## config.mk

```make
export PLATFORM = sky130hd
export DESIGN_NAME = dmx_exec
export DESIGN_NICKNAME = d
export VERILOG_FILES = /design/src/dmx_pkg.sv /design/src/dmx_exec.sv
export SDC_FILE = /design/constraint.sdc
export NUM_CORES = 1
export LEC_CHECK = 0
export ABC_AREA = 1
export BUFFER_PORTS_ARGS = -buffer_cell sky130_fd_sc_hd__buf_2
export CORE_MARGIN = 2
export CORE_UTILIZATION = 50
export CTS_BUF_LIST = sky130_fd_sc_hd__clkbuf_4 sky130_fd_sc_hd__clkbuf_8 sky130_fd_sc_hd__clkbuf_16
export DETAILED_ROUTE_END_ITERATION = 8
export HOLD_SLACK_MARGIN = 0.03
export PLACE_DENSITY = 0.73
export RECOVER_POWER = 100
export SLEW_MARGIN = 25
export SYNTH_ARGS = -nofsm -noshare
export SYNTH_HDL_FRONTEND = slang
export SYNTH_SLANG_ARGS = --single-unit
```

## constraint.sdc

```tcl
create_clock -name clk_i -period 4.2 [get_ports clk_i]
set_clock_uncertainty 0.2 [all_clocks]
set_input_delay 0.84 -clock clk_i [delete_from_list [all_inputs] [get_ports clk_i]]
set_output_delay 0.84 -clock clk_i [all_outputs]
set_load 0.02 [all_outputs]
```

## src/dmx_pkg.sv

```systemverilog
// package and data address former for the data-move execution unit
package dmx_pkg;
  localparam logic [1:0]  Q_DECODE      = 2'd0;
  localparam logic [1:0]  Q_READ        = 2'd1;
  localparam logic [1:0]  Q_PROCESS     = 2'd2;
  localparam logic [1:0]  Q_WRITE       = 2'd3;
  localparam logic [9:0]  OP_PTR_LOAD   = 10'h3b8;
  localparam logic [5:0]  OP_FILE_MOVE  = 6'h14;
  localparam logic [3:0]  OP_SHORT_MOVE = 4'hc;
  localparam logic [11:0] OP_LONG_MOVE  = 12'h006;
  localparam logic [9:0]  OP_BANK_LOAD  = 10'h004;
  localparam logic [7:0]  OP_LIT_ACC    = 8'h0e;
  localparam logic [6:0]  OP_ACC_STORE  = 7'h37;
  localparam logic [3:0]  OP_EXT_WORD   = 4'hf;
  localparam logic [7:0]  ACCESS_SPLIT  = 8'h60;
  localparam logic [13:0] ACCESS_HI_BASE = 14'h3f00;
  localparam logic [13:0] ACC_ADDR_DEF  = 14'h3ff0;
  localparam logic [7:0]  BSR_RST       = 8'h00;
  localparam logic [7:0]  ACC_RST       = 8'h00;

  typedef enum {S_IDLE, S_PTR2, S_SHORT2, S_LONG2, S_LONG3} dmx_state_t;

  typedef struct packed {
    logic [13:0] addr;
    logic        rd;
    logic        wr;
    logic [7:0]  wdata;
  } dmx_mem_req_t;

  typedef struct packed {
    logic neg;
    logic zero;
  } dmx_flags_t;
endpackage

`timescale 1ns/1ps
module dmx_addr_form
  import dmx_pkg::*;
(
  input  wire logic [7:0]  f_i,
  input  wire logic        a_i,
  input  wire logic [7:0]  bsr_i,
  input  wire logic        ext_en_i,
  input  wire logic [13:0] ptr2_i,
  output logic      [13:0] addr_o
);
  always_comb begin
    if (a_i) begin
      addr_o = {bsr_i[5:0], f_i};
    end else if (ext_en_i && (f_i < ACCESS_SPLIT)) begin
      addr_o = 14'(ptr2_i + {6'h00, f_i});
    end else if (f_i < ACCESS_SPLIT) begin
      addr_o = {6'h00, f_i};
    end else begin
      addr_o = ACCESS_HI_BASE | {6'h00, f_i};
    end
  end
endmodule

```

## src/dmx_exec.sv

```systemverilog
// data-move group execution unit with four-phase instruction cycle
// Function
// - pointer load puts 14-bit literal in pointer chosen by 2-bit operand.
// - file move goes to accumulator (d=0) or file (d=1); only N, Z change.
// - 8-bit file address reaches any location in the selected 256-byte bank.
// - access bit zero addresses the fixed access bank, ignoring bank register.
// - access bit one uses bank register to choose the general-purpose bank.
// - extended set, access zero, f up to 95: indexed literal offset address.
// - short move copies byte between 12-bit addresses, no flag change.
// - short move is two words, prefixes 1100/1111, two cycles, three stalled.
// - long move copies byte anywhere in 16 Kbyte space via 14-bit fields.
// - long move is three words and cycles; first cycle has no data access.
// - long move treats accumulator as an ordinary source or destination.
// - bank load writes low six bits; upper two bits always zero.
// - literal load puts 8-bit literal in accumulator, one cycle, no flags.
// - accumulator store writes file in one cycle, accumulator and flags kept.
`timescale 1ns/1ps
module dmx_exec
  import dmx_pkg::*;
#(
  parameter logic [13:0] ACC_ADDR = ACC_ADDR_DEF
) (
  input  wire logic         clk_i,
  input  wire logic         srst_i,
  input  wire logic [15:0]  instr_i,
  input  wire logic         instr_valid_i,
  output logic              instr_ack_o,
  input  wire logic         ext_en_i,
  input  wire logic [7:0]   mem_rdata_i,
  output dmx_mem_req_t      mem_o,
  output logic      [7:0]   acc_o,
  output logic      [7:0]   bsr_o,
  output dmx_flags_t        flags_o,
  output logic      [41:0]  ptr_o,
  output logic      [1:0]   qphase_o,
  output logic              busy_o
);
  logic [1:0]   q_reg;
  logic [15:0]  ir_reg;
  logic         word_ok_reg;
  dmx_state_t   state_reg;
  logic [7:0]   acc_reg;
  logic [7:0]   bsr_reg;
  dmx_flags_t   flags_reg;
  logic [7:0]   data_reg;
  logic [13:0]  src_reg;
  logic [13:0]  dst_reg;
  logic [1:0]   psel_reg;
  logic [5:0]   ptr_hi_reg [3];
  logic [7:0]   ptr_lo_reg [3];
  dmx_mem_req_t mem_reg;
  logic [13:0]  file_addr;
  logic         idle_ok;
  logic         op_ptr1;
  logic         op_fmove;
  logic         op_short1;
  logic         op_long1;
  logic         op_bank;
  logic         op_lit;
  logic         op_store;
  logic         ext_word;
  logic [13:0]  rd_addr;
  logic         rd_need;
  logic [13:0]  wr_addr;
  logic         wr_need;

  dmx_addr_form u_addr (
    .f_i      (ir_reg[7:0]),
    .a_i      (ir_reg[8]),
    .bsr_i    (bsr_reg),
    .ext_en_i (ext_en_i),
    .ptr2_i   ({ptr_hi_reg[2], ptr_lo_reg[2]}),
    .addr_o   (file_addr)
  );

  assign idle_ok   = word_ok_reg && (state_reg == S_IDLE);
  assign op_ptr1   = idle_ok && (ir_reg[15:6] == OP_PTR_LOAD) && (ir_reg[5:4] != 2'd3);
  assign op_fmove  = idle_ok && (ir_reg[15:10] == OP_FILE_MOVE);
  assign op_short1 = idle_ok && (ir_reg[15:12] == OP_SHORT_MOVE);
  // first word prefix 0000 0000 0110
  assign op_long1  = idle_ok && (ir_reg[15:4] == OP_LONG_MOVE);
  assign op_bank   = idle_ok && (ir_reg[15:6] == OP_BANK_LOAD);
  assign op_lit    = idle_ok && (ir_reg[15:8] == OP_LIT_ACC);
  assign op_store  = idle_ok && (ir_reg[15:9] == OP_ACC_STORE);
  assign ext_word  = word_ok_reg && (ir_reg[15:12] == OP_EXT_WORD);

  // a cycle without a fetched word is a bubble; that is the stall
  assign instr_ack_o = (q_reg == Q_WRITE) && instr_valid_i;
  assign busy_o      = (state_reg != S_IDLE);
  assign qphase_o    = q_reg;
  assign acc_o       = acc_reg;
  assign bsr_o       = bsr_reg;
  assign flags_o     = flags_reg;
  assign mem_o       = mem_reg;

  always_ff @(posedge clk_i) begin
    if (srst_i) begin
      q_reg <= Q_DECODE;
    end else begin
      q_reg <= 2'(q_reg + 2'd1);
    end
  end

  always_ff @(posedge clk_i) begin
    if (srst_i) begin
      ir_reg      <= 16'h0000;
      word_ok_reg <= 1'b0;
    end else if (q_reg == Q_WRITE) begin
      ir_reg      <= instr_i;
      word_ok_reg <= instr_valid_i;
    end
  end

  // read address and need, worked out during decode
  always_comb begin
    rd_addr = file_addr;
    rd_need = 1'b0;
    if (op_fmove) begin
      rd_need = 1'b1;
    end else if (op_short1) begin
      rd_addr = {2'b00, ir_reg[11:0]};
      rd_need = (rd_addr != ACC_ADDR);
    end else if ((state_reg == S_LONG2) && ext_word) begin
      rd_addr = {src_reg[13:10], ir_reg[11:2]};
      // accumulator as source needs no bus read
      rd_need = (rd_addr != ACC_ADDR);
    end
  end

  always_comb begin
    wr_addr = file_addr;
    wr_need = 1'b0;
    if (op_store || (op_fmove && ir_reg[9])) begin
      wr_need = 1'b1;
    end else if ((state_reg == S_SHORT2) && ext_word) begin
      wr_addr = {2'b00, ir_reg[11:0]};
      wr_need = (wr_addr != ACC_ADDR);
    end else if ((state_reg == S_LONG3) && ext_word) begin
      // accumulator as destination skips the bus
      wr_addr = {dst_reg[13:12], ir_reg[11:0]};
      wr_need = (wr_addr != ACC_ADDR);
    end
  end

  // strobes stand for one quarter: read in Q2, write in Q4
  always_ff @(posedge clk_i) begin
    if (srst_i) begin
      mem_reg <= '0;
    end else if (q_reg == Q_DECODE) begin
      // first long-move cycle gets no strobe
      mem_reg.addr <= rd_addr;
      mem_reg.rd   <= rd_need;
      mem_reg.wr   <= 1'b0;
    end else if (q_reg == Q_PROCESS) begin
      // destination written in last quarter, no dummy read
      mem_reg.addr  <= wr_addr;
      mem_reg.rd    <= 1'b0;
      mem_reg.wr    <= wr_need;
      mem_reg.wdata <= op_store ? acc_reg : (op_fmove ? mem_rdata_i : data_reg);
    end else begin
      mem_reg.rd <= 1'b0;
      mem_reg.wr <= 1'b0;
    end
  end

  always_ff @(posedge clk_i) begin
    if (srst_i) begin
      data_reg <= 8'h00;
    end else if (q_reg == Q_PROCESS) begin
      if (rd_need) begin
        data_reg <= mem_rdata_i;
      end else if (op_short1 || ((state_reg == S_LONG2) && ext_word)) begin
        data_reg <= acc_reg;
      end
    end
  end

  always_ff @(posedge clk_i) begin
    if (srst_i) begin
      state_reg <= S_IDLE;
      src_reg   <= 14'h0000;
      dst_reg   <= 14'h0000;
      psel_reg  <= 2'd0;
    end else if ((q_reg == Q_WRITE) && word_ok_reg) begin
      case (state_reg)
        S_IDLE: begin
          if (op_ptr1) begin
            psel_reg  <= ir_reg[5:4];
            state_reg <= S_PTR2;
          end else if (op_short1) begin
            state_reg <= S_SHORT2;
          end else if (op_long1) begin
            src_reg   <= {ir_reg[3:0], 10'h000};
            state_reg <= S_LONG2;
          end
        end
        S_LONG2: begin
          dst_reg   <= {ir_reg[1:0], 12'h000};
          state_reg <= ext_word ? S_LONG3 : S_IDLE;
        end
        S_PTR2, S_SHORT2, S_LONG3: begin
          state_reg <= S_IDLE;
        end
        default: begin
          state_reg <= S_IDLE;
        end
      endcase
    end
  end

  always_ff @(posedge clk_i) begin
    if (srst_i) begin
      acc_reg   <= ACC_RST;
      flags_reg <= '0;
    end else if (q_reg == Q_WRITE) begin
      if (op_lit) begin
        acc_reg <= ir_reg[7:0];
      end else if (op_fmove) begin
        // destination bit and N, Z update
        if (!ir_reg[9]) begin
          acc_reg <= data_reg;
        end
        flags_reg.neg  <= data_reg[7];
        flags_reg.zero <= (data_reg == 8'h00);
      end else if ((state_reg == S_SHORT2 || state_reg == S_LONG3) && ext_word &&
                   (mem_reg.addr == ACC_ADDR) && !mem_reg.wr) begin
        acc_reg <= data_reg;
      end
    end
  end

  // upper two bank bits always loaded with zero
  always_ff @(posedge clk_i) begin
    if (srst_i) begin
      bsr_reg <= BSR_RST;
    end else if ((q_reg == Q_WRITE) && op_bank) begin
      bsr_reg <= {2'b00, ir_reg[5:0]};
    end
  end

  for (genvar p = 0; p < 3; p++) begin : g_ptr
    always_ff @(posedge clk_i) begin
      if (srst_i) begin
        ptr_hi_reg[p] <= 6'h00;
        ptr_lo_reg[p] <= 8'h00;
      end else if (q_reg == Q_WRITE) begin
        // high part first cycle, low byte second
        if (op_ptr1 && (ir_reg[5:4] == 2'(p))) begin
          ptr_hi_reg[p] <= {ir_reg[3:0], 2'b00};
        end else if ((state_reg == S_PTR2) && ext_word && (psel_reg == 2'(p))) begin
          ptr_hi_reg[p][1:0] <= ir_reg[9:8];
          ptr_lo_reg[p]      <= ir_reg[7:0];
        end
      end
    end
    assign ptr_o[14*p +: 14] = {ptr_hi_reg[p], ptr_lo_reg[p]};
  end

  a_lit_load: assert property (@(posedge clk_i) disable iff (srst_i)
    (q_reg == Q_WRITE && op_lit) |=> (acc_reg == $past(ir_reg[7:0])) && $stable(flags_reg))
    else $error("literal load missed accumulator");
  a_bank_upper: assert property (@(posedge clk_i) disable iff (srst_i)
    bsr_reg[7:6] == 2'b00)
    else $error("bank register upper bits set");
  a_store_data: assert property (@(posedge clk_i) disable iff (srst_i)
    (q_reg == Q_PROCESS && op_store) |=> mem_reg.wr && (mem_reg.wdata == acc_reg)
    ##1 $stable(acc_reg) && $stable(flags_reg))
    else $error("store wrote wrong data");
  a_write_phase: assert property (@(posedge clk_i) disable iff (srst_i)
    mem_reg.wr |-> (q_reg == Q_WRITE) && !mem_reg.rd)
    else $error("write outside last quarter");
  a_short_noread: assert property (@(posedge clk_i) disable iff (srst_i)
    (state_reg == S_SHORT2) |-> !mem_reg.rd)
    else $error("dummy read in short move");
  a_long_quiet: assert property (@(posedge clk_i) disable iff (srst_i)
    (q_reg == Q_DECODE && op_long1) |=> !mem_reg.rd ##2 !mem_reg.wr)
    else $error("long move first cycle touched memory");
  a_fmove_dest: assert property (@(posedge clk_i) disable iff (srst_i)
    (q_reg == Q_WRITE && op_fmove && !ir_reg[9]) |=>
    (acc_reg == $past(data_reg)) && (flags_reg.zero == ($past(data_reg) == 8'h00)))
    else $error("file move to accumulator wrong");
  a_short_flags: assert property (@(posedge clk_i) disable iff (srst_i)
    (state_reg == S_SHORT2) |=> $stable(flags_reg))
    else $error("short move changed flags");
  a_ptr_low: assert property (@(posedge clk_i) disable iff (srst_i)
    (q_reg == Q_WRITE && state_reg == S_PTR2 && ext_word && psel_reg == 2'd2) |=>
    (ptr_lo_reg[2] == $past(ir_reg[7:0])))
    else $error("pointer low byte not loaded");
  c_short_move: cover property (@(posedge clk_i) disable iff (srst_i)
    state_reg == S_SHORT2 ##4 state_reg == S_IDLE);
  c_short_stall: cover property (@(posedge clk_i) disable iff (srst_i)
    state_reg == S_SHORT2 && q_reg == Q_DECODE && !word_ok_reg);
  c_long_move: cover property (@(posedge clk_i) disable iff (srst_i)
    state_reg == S_LONG3 && mem_reg.wr);
  c_ptr_load: cover property (@(posedge clk_i) disable iff (srst_i)
    state_reg == S_PTR2 && q_reg == Q_WRITE && ext_word);
endmodule

```

# After elaboration in Yosys (flattened, before gate mapping)
# Memories as Yosys holds them, arrays and structs flattened.
# Cells that the tools add are included.
# classes
div_mod_pow	0
n_reduce_logical	51
bitwise	14
n_eq_ne	25
n_addsub	2
n_lt_le_gt_ge	1
mux	69
mul	0
n_shift	0
# ops
cell	count
$mux W14	10
$mux W32	3
$mux W8	11
$eq A32 B2 Y1 const B	2
$eq A32 B3 Y1 const B	2
$logic_not A32 Y1	2
$pmux W32 S2	1
$mux W1	36
$eq A32 B4 Y1 const B	1
$reduce_bool A32 Y1	1
$logic_and A1 B1 Y1	28
$ne A14 B14 Y1 const B	2
$mux W6	3
$mux W16	1
$add A14 B8 Y14	1
$eq A14 B14 Y1 const B	1
$eq A12 B3 Y1 const B	1
$eq A10 B10 Y1 const B	1
$eq A10 B3 Y1 const B	1
$or A1 B1 Y1	9
$reduce_and A3 Y1	3
$eq A2 B2 Y1 const B	4
$eq A4 B4 Y1 const B	2
$eq A8 B4 Y1 const B	1
20 further kinds	35
# totals
mem_bits_rw	42
romBits	0
mem_count	2
latch_bits	0
regBits	107
elab_cells	180
# memory_table
name	words	width	rd	rd_clocked_by_memory_dff	write_ports	line_no	text
ptr_lo_reg	3	8	3	0	3	dmx_exec.sv:50	logic [7:0] ptr_lo_reg [3];
ptr_hi_reg	3	6	3	0	3	dmx_exec.sv:49	logic [5:0] ptr_hi_reg [3];

# Logic depth before layout (Yosys ltp)
# Gate-level depths: netlist (run 1).
# logic_depth
ltp_word	11
depth_mapped	16
ltp_nobuf	16

# Cells and area by module
# A second synthesis (run 1) with hierarchy kept.
# hier_totals
hier_cells	1000
area_unflattened_um2	6981.7
# by_module_without_submodules
module	cells_per_inst	n_inst	area_per_inst_um2	seq_area_each_um2
dmx_exec	833	1	6065.8	2822.7
dmx_addr_form	167	1	915.9	0.0

# Worst setup path before layout (run 1)
# OpenSTA, ideal clock, no wires.
# synth_timing
path_kind	reg-to-reg
startpoint	memory ptr_lo_reg[2][0]
endpoint	register mem_reg, in the netlist mem_o[18]
t_required_ps	3930
setup_time_ps	70
t_arrival_ps	2039
slack_ps	1891
path_stages_with_launch	11
synth_period_minus_slack_ps	2309
path_cell_list	edfxtp_1 > ha_1 > fa_1 > nand3_1 > nand3_1 > a21oi_1 > xnor2_1 > nand2_1 > nand2_1 > o211ai_1 > a21oi_1
# synth_rtl
item	line_no	text
start, declared	dmx_exec.sv:50	
end, declared	dmx_exec.sv:51	dmx_mem_req_t mem_reg;

# Final worst setup path (run 1)
# layout_timing
startpoint	register q_reg[0] (netlist: qphase_o[0])
endpoint	register bsr_reg[1] (netlist: bsr_o[1])
# layout_via
elab_chain_cells	2
# layout_rtl
item	line_no	text
start, declared	dmx_exec.sv:38	logic [1:0] q_reg;
start signal, assigned	dmx_exec.sv:100	q_reg <= 2'(q_reg + 2'd1);
$eq A2 B2 Y1	dmx_exec.sv:236	end else if ((q_reg == Q_WRITE) && op_bank) begin
$logic_and A1 B1 Y1	dmx_exec.sv:236	
end signal, assigned	dmx_exec.sv:237	bsr_reg <= {2'b00, ir_reg[5:0]};
end, declared	dmx_exec.sv:43	logic [7:0] bsr_reg;
# Every way passes these cells.
# A chain may end at the register's enable or synchronous reset.

==> out/qor.log, run 1 <==
INFO  outcome        run_status=complete, but fails checks
INFO  logic_synthesis yosys_register_bits=120
INFO  pwr            worst_ir_drop_on_vdd=0.000267V
INFO  logic_synthesis synth_cell_type_count=47
INFO  placed_design  dp_hpwl=13.1mm
INFO  logic_synthesis synth_flop_cell=sky130_fd_sc_hd__dfxtp_1
INFO  global_routing use_met3=0.0654
INFO  global_routing grt_pass1_vias=5355
INFO  clock_network  post_cts_resized=0
INFO  setup_path     cp-start-kind=register
INFO  floorplanning  starting_density_of_the_core=0.508
INFO  finish         fillCellCount=1190
INFO  finish         antennaDiodeCount=0
INFO  pwr            p_int=2.22mW
INFO  clock_network  cts_sinks=120
INFO  logic_synthesis synth_sequential_area_ratio=0.442
INFO  logic_synthesis yosys_warnings=0
INFO  sta            achievable-frequency=328MHz
INFO  clock_network  ctsHtreeMaxLevel=4
INFO  min_path       hold_path_class=reg -> reg
INFO  sta            timing_worst_slew_pin_value=1.60ns
INFO  global_routing grt_max_degree=54
INFO  logic_synthesis ys_async_sr_fraction=0
INFO  setup_path     timing.setup.critical_path_class=reg -> reg
INFO  floorplanning  i_o_pin_cnt=116
INFO  global_routing grt_usage=0.275
INFO  finish         fin_nets=979
INFO  floorplanning  die_area=0.0137mm^2
INFO  floorplanning  floorplan.die.width=117um
INFO  logic_synthesis netlist_area=0.00638mm^2
INFO  logic_synthesis synthCells=840
INFO  outcome        failing_checks=max-capacitance violations, max-slew violations
INFO  job            maxCapViolations=1
INFO  clock_network  cts.clk_slew.worst_paths=0.05ns
INFO  finish         drive_above_1_share=0.103
INFO  sta            timing.final.max_slew_violations=13
INFO  route          drtIter0Drc=756
INFO  global_routing busiest_layer=met2
INFO  global_routing antenna_found_initial=0
INFO  setup_path     arrival=3.20ns
INFO  route          routed_via_density=5.63
INFO  pwr            power.combinational.fraction=0.112
INFO  setup_path     cp_data_required_time=4.35ns
INFO  clock_network  postCtsSetupBuffers=0
INFO  global_routing wire_length_of_the_first_global_routing_pass=28.3mm
INFO  sta            final-hold-violation-count=0
INFO  clock_network  cts-hold-fix-buffers=0
INFO  placed_design  globalplace.congestion=0.938
INFO  route          dr.pass1.iters=5
INFO  floorplanning  die_height=117um
INFO  clock_network  tritoncts=done
INFO  logic_synthesis synth-edff-count=42
INFO  logic_synthesis average_cell_area_after_synthesis=7.60um^2
INFO  global_routing grt.met1_usage=0.372
INFO  sta            setup_tns=0ns
INFO  placed_design  port_buffers=113
INFO  pwr            p_per_area=411mW/mm^2
INFO  route          drc=0
INFO  pwr            pwr-share-seq=0.419
INFO  floorplanning  number_of_cell_rows=41
INFO  sta            setup_repair_after_global_routing_missed_its_margin=no
INFO  clock_network  clk_path_buf_depth=2
INFO  finish         area_growth=17.1%
INFO  sta            slew_headroom=-0.0777
INFO  route          route.antenna.remaining_nets=0
INFO  route          wl_per_cell=16.7um
INFO  global_routing globalRouteMet2Util=0.424
INFO  route          total_routed_length=18.7mm
INFO  clock_network  clkLatencyLatePin=0.43ns
INFO  sta            post-route-period-util=0.725
INFO  sta            post-route-min-period=3.05ns
INFO  clock_network  clock_tree.root_cell=sky130_fd_sc_hd__clkbuf_16
INFO  setup_path     worst_setup_path_end_kind=register
INFO  floorplanning  coreArea=0.0126mm^2
INFO  global_routing grt_overflow_total=0
INFO  pwr            leakagePower=3.03nW
INFO  pwr            share_clk_of_total_power=0.469
INFO  route          via_count=6326
INFO  pwr            switching_share=0.277
INFO  sta            finalSetupViolations=0
INFO  finish         post-route-util=0.595
INFO  pwr            power.net_switching=0.852mW
INFO  setup_path     crit_fanout=21
INFO  clock_network  tritoncts.num_buffers=17
[cells in the final DEF (no fill, tap or decap), drive strengths merged, types with 2 or more instances in the layout]
cell,n
clkinv,7
nand3b,9
nand4,15
inv,97
edfxtp,42
clkbuf,108
clkinvlp,2
ha,11
nor2,100
nand2,180
a21oi,79
a211oi,2
buf,28
nor4,6
nand3,58
a41oi,2
o211ai,24
o21ai,73
conb,2
xor2,2
o41ai,2
dfxtp,78
xnor2,4
nor3,12
[per-stage QoR]
stage	area, um^2	instances	hold WS, ns	power (mW)	setup slack [ns]
final	7480	1124	0.262	3.07	1.15
after global routing	7480	1124	0.276	3.17	0.868
after CTS	7610	1124	0.261	3.08	1.40
after detailed placement	7020	1092	0.252	1.66	1.63
after global placement	7020	1092	0.242	1.65	1.70
after floorplan	6390	841	0.249	1.54	1.89
[synthesized netlist by cell type, types with 2 or more instances]
master	n	share of area
sky130_fd_sc_hd__nand2_1	173	0.10
sky130_fd_sc_hd__nand2_2	6	0.0059
sky130_fd_sc_hd__nor4_1	4	0.0039
sky130_fd_sc_hd__clkbuf_1	28	0.016
sky130_fd_sc_hd__nor2_1	94	0.055
sky130_fd_sc_hd__edfxtp_1	42	0.20
sky130_fd_sc_hd__nand3b_1	9	0.011
sky130_fd_sc_hd__inv_1	79	0.046
sky130_fd_sc_hd__nand3_1	56	0.044
sky130_fd_sc_hd__dfxtp_1	78	0.24
sky130_fd_sc_hd__nor3_1	8	0.0063
sky130_fd_sc_hd__buf_2	5	0.0039
sky130_fd_sc_hd__inv_2	14	0.0082
sky130_fd_sc_hd__o211ai_1	19	0.022
sky130_fd_sc_hd__nor2_2	6	0.0059
sky130_fd_sc_hd__a41oi_1	2	0.0027
sky130_fd_sc_hd__a211oi_1	2	0.0024
sky130_fd_sc_hd__o21ai_0	66	0.052
sky130_fd_sc_hd__o21ai_4	2	0.0051
sky130_fd_sc_hd__o211ai_2	5	0.0098
sky130_fd_sc_hd__ha_1	11	0.022
sky130_fd_sc_hd__nand4_1	15	0.015
sky130_fd_sc_hd__a21oi_1	79	0.062
sky130_fd_sc_hd__nor3_2	2	0.0031
sky130_fd_sc_hd__o21ai_1	5	0.0039
sky130_fd_sc_hd__nor3_4	2	0.0051
sky130_fd_sc_hd__xnor2_1	4	0.0055
sky130_fd_sc_hd__xor2_1	2	0.0027
sky130_fd_sc_hd__buf_6	2	0.0035
sky130_fd_sc_hd__buf_4	3	0.0035
[final timing paths]
check | depth (start not counted) | slack (ns) | from | end
hold / removal | 2 | 0.26 | mem_o[7]$_SDFFE_PP0P_ | mem_o[7]$_SDFFE_PP0P_
hold reg to reg | 2 | 0.26 | mem_o[7]$_SDFFE_PP0P_ | mem_o[7]$_SDFFE_PP0P_
setup / recovery | 6 | 1.15 | qphase_o[0]$_SDFF_PP0_ | bsr_o[1]$_SDFFE_PP0P_
setup reg to reg | 6 | 1.15 | qphase_o[0]$_SDFF_PP0_ | bsr_o[1]$_SDFFE_PP0P_
[per-layer routing]
layer  part of all wire  vias up
li1                   -     3027
met1               0.43     2933
met2               0.46      317
met3              0.078       49
met4              0.031        0
met5                  0        -
[logic make-up (layout without fill, tap and decap cells)]
group,after synthesis,count (layout),share of synthesized area
and+or+nand+nor,382,382,0.270
other,1,2,0.000587
AOI/OAI and AO/OA,187,187,0.172
adders and majority gates,12,12,0.0247
DFF,120,120,0.442
buffers and inverters,132,243,0.0827
xor gates and xnor gates,6,6,0.00823
[final cells by class]
class                      count  area [um^2]  share of cell area
multi-input combinational    589         3020               0.404
sequential                   120         2820               0.378
timing repair buffer         117          479              0.0641
clock buffer                  19          475              0.0636
inverter                      94          353              0.0472
tap                          172          215              0.0288
clock inverter                13          114              0.0152
[critical path, stage by stage (launching register included)]
cell                      delay (ns)
sky130_fd_sc_hd__dfxtp_1        0.38
sky130_fd_sc_hd__ha_1           0.30
sky130_fd_sc_hd__buf_4          0.30
sky130_fd_sc_hd__nand3_1        0.12
sky130_fd_sc_hd__nor4_1         1.27
sky130_fd_sc_hd__o21ai_0        0.19
sky130_fd_sc_hd__a21oi_1        0.20
[power groups by stage]
| stage | clock network, mW | registers, mW | logic, mW |
|---|---|---|---|
| 4_1_cts | 1.44 | 1.29 | 0.350 |
| 3_5_place_dp | 0 | 1.31 | 0.347 |
| 6_report | 1.44 | 1.29 | 0.344 |
| 5_1_grt | 1.50 | 1.29 | 0.377 |
| 3_3_place_gp | 0 | 1.31 | 0.345 |
| 2_1_floorplan | 0 | 1.34 | 0.195 |
Note: power is estimated with default switching activity, not from simulation.
==> inputs of run 2 (changes only) <==
--- a/config.mk
+++ b/config.mk
@@ -12,7 +12,7 @@
 export CTS_BUF_LIST = sky130_fd_sc_hd__clkbuf_4 sky130_fd_sc_hd__clkbuf_8 sky130_fd_sc_hd__clkbuf_16
 export DETAILED_ROUTE_END_ITERATION = 8
 export HOLD_SLACK_MARGIN = 0.03
-export PLACE_DENSITY = 0.73
+export PLACE_DENSITY = 0.76
 export RECOVER_POWER = 100
 export SLEW_MARGIN = 25
 export SYNTH_ARGS = -nofsm -noshare
==> constraint.sdc (replaced) <==
create_clock -name clk_i -period 2.5 [get_ports clk_i]
set_clock_uncertainty 0.2 [all_clocks]
set_input_delay 0.5 -clock clk_i [delete_from_list [all_inputs] [get_ports clk_i]]
set_output_delay 0.5 -clock clk_i [all_outputs]
set_load 0.02 [all_outputs]
==> run 2 against run 1 <==
Effect of this change:
- the run now ends clean
- flip-flop and latch count is the same
- die area unchanged
- first-iteration DRC count down 16%
- non-clock buffer count is 32 higher
- clock power grew 71%
- worst hold slack lost 0.16 ns
- sequential share of layout area decreased by 1.2 points
- setup slack got worse by 1.1 ns
- count of clock-buffer cells in the layout decreased by 1
- largest cell class unchanged
- largest power group unchanged
- highest routed layer unchanged
==> out/qor.log, run 2 (synthesized netlist as in run 1, its figures left out) <==
INFO  sta            post-route-min-period=2.44ns
INFO  sta            finalSetupViolations=0
INFO  setup_path     cp_data_required_time=2.62ns
INFO  route          drc=0
INFO  finish         layout.cells.most_common_list=sky130_fd_sc_hd__nand2_1, sky130_fd_sc_hd__nor2_1, sky130_fd_sc_hd__clkbuf_1, sky130_fd_sc_hd__inv_1
INFO  global_routing grt_overflow_total=0
INFO  route          drtIter0Drc=636
INFO  clock_network  ctsHtreeMaxLevel=4
INFO  pwr            worst_ir_drop_on_vdd=0.000443V
INFO  sta            timing_worst_slew_pin_value=0.625ns
INFO  clock_network  clkLatencyLatePin=0.42ns
INFO  pwr            p_per_area=680mW/mm^2
INFO  sta            timing.final.max_slew_violations=0
INFO  finish         layoutNonFillerInstCount=1156
INFO  sta            hold_ws=0.0979ns
INFO  clock_network  clk_path_buf_depth=2
INFO  clock_network  clock_tree.root_cell=sky130_fd_sc_hd__clkbuf_16
INFO  min_path       hold_path_class=in -> reg
INFO  clock_network  cts_sinks=120
INFO  setup_path     worst_setup_path_end_kind=register
INFO  placed_design  port_buffers=113
INFO  floorplanning  floorplan.die.width=117um
INFO  placed_design  globalplace.congestion=1.04
INFO  global_routing grt_usage=0.288
INFO  floorplanning  die_height=117um
INFO  clock_network  cts.clk_slew.worst_paths=0.05ns
INFO  setup_path     arrival=2.56ns
INFO  setup_path     timing.setup.critical_path_class=reg -> reg
INFO  floorplanning  i_o_pin_cnt=116
INFO  route          route.antenna.remaining_nets=0
INFO  outcome        run_status=finished clean
INFO  global_routing grt_max_degree=36
INFO  floorplanning  coreArea=0.0126mm^2
INFO  finish         fillCellCount=1206
INFO  setup_path     crit_fanout=9
INFO  clock_network  tritoncts=done
INFO  route          via_count=6423
INFO  route          routed_via_density=5.56
INFO  route          total_routed_length=19.2mm
INFO  sta            slew_headroom=0.580
INFO  route          wl_per_cell=16.6um
INFO  sta            post-route-period-util=0.978
INFO  finish         drive_above_1_share=0.135
INFO  setup_path     cp-start-kind=register
INFO  sta            achievable-frequency=409MHz
INFO  clock_network  postCtsSetupBuffers=0
INFO  sta            final-hold-violation-count=0
INFO  global_routing antenna_found_initial=0
INFO  placed_design  post-place-cells=1124
INFO  clock_network  cts-hold-fix-buffers=0
INFO  clock_network  post_cts_resized=0
INFO  floorplanning  number_of_cell_rows=41
INFO  finish         antennaDiodeCount=0
INFO  pwr            power.total=5.25mW
INFO  global_routing wire_length_of_the_first_global_routing_pass=29.8mm
INFO  route          dr.pass1.iters=6
INFO  floorplanning  die_area=0.0137mm^2
INFO  floorplanning  starting_density_of_the_core=0.508
INFO  job            maxCapViolations=0
INFO  sta            setup_repair_after_global_routing_missed_its_margin=yes
INFO  placed_design  dp_hpwl=13.7mm
INFO  pwr            leakagePower=3.20nW
INFO  clock_network  tritoncts.num_buffers=17
INFO  finish         leading_cell_type_in_the_layout_fill_and_taps_excluded=sky130_fd_sc_hd__nand2_1
INFO  finish         area_growth=20.9%
INFO  global_routing grt_pass1_vias=5729
INFO  finish         fin_nets=1011
==> run 2: cell count changes in the layout (fill, tap and decap cells not counted), sizes merged <==
cell	delta
buf	+33
inv	-3
clkinvlp	+1
clkinv	+1
bufinv	+2
clkbuf	-2
==> run 2: path summary, 6_finish.rpt <==
kind                             end  cells past startpoint                   start  slack (ns)
max           mem_o[12]$_SDFFE_PP0P_                     12  ir_reg[5]$_SDFFE_PP0P_        0.06
min          ir_reg[10]$_SDFFE_PP0P_                      3             instr_i[10]         0.1
max reg2reg   mem_o[12]$_SDFFE_PP0P_                     12  ir_reg[5]$_SDFFE_PP0P_        0.06
min reg2reg    mem_o[5]$_SDFFE_PP0P_                      2   mem_o[5]$_SDFFE_PP0P_        0.27
==> run 2: cell type report <==
| type | instances | area, um^2 | area share |
|---|---|---|---|
| Multi-Input combinational cell | 589 | 3020 | 0.391 |
| Sequential cell | 120 | 2820 | 0.366 |
| Timing Repair Buffer | 149 | 719 | 0.0932 |
| Tap cell | 172 | 215 | 0.0279 |
| Inverter | 94 | 353 | 0.0457 |
| Clock buffer | 18 | 433 | 0.0561 |
| Clock inverter | 14 | 156 | 0.0203 |
==> run 2: per-stage QoR <==
stage | setup slack, ns | cell area (um^2) | utilization | setup TNS, ns
finish | 0.0551 | 7720 | 0.614 | 0
global route | -0.0517 | 7720 | 0.614 | -0.419
CTS | 0.0413 | 7850 | 0.625 | 0
detailed placement | 0.0856 | 7260 | 0.578 | 0
global placement | 0.173 | 7260 | 0.578 | 0
floorplan | 0.191 | 6390 | - | 0
==> run 2: per-layer routing <==
layer | vias to the layer above | GRT usage | part of all wire
li1 | 3096 | - | -
met4 | 0 | 0.104 | 0.024
met3 | 41 | 0.0772 | 0.088
met2 | 325 | 0.445 | 0.46
met5 | - | 0 | 0
met1 | 2961 | 0.392 | 0.43
==> run 2: critical path: stages, from the launching register on <==
cell	delay, ns
sky130_fd_sc_hd__dfxtp_1	0.47
sky130_fd_sc_hd__clkbuf_2	0.24
sky130_fd_sc_hd__inv_1	0.07
sky130_fd_sc_hd__o21ai_0	0.39
sky130_fd_sc_hd__nor2_2	0.10
sky130_fd_sc_hd__nand2_2	0.16
sky130_fd_sc_hd__inv_1	0.14
sky130_fd_sc_hd__nand2_1	0.09
sky130_fd_sc_hd__o21ai_1	0.11
sky130_fd_sc_hd__o211ai_1	0.19
sky130_fd_sc_hd__nand3_1	0.09
sky130_fd_sc_hd__nand2_1	0.06
sky130_fd_sc_hd__inv_1	0.04
==> run 2: report_power, final <==
group,switching [mW],total (mW),internal (mW)
Combinational,0.447,0.639,0.192
Clock,0.895,2.46,1.56
Sequential,0.0592,2.15,2.09
Total,1.40,5.25,3.85
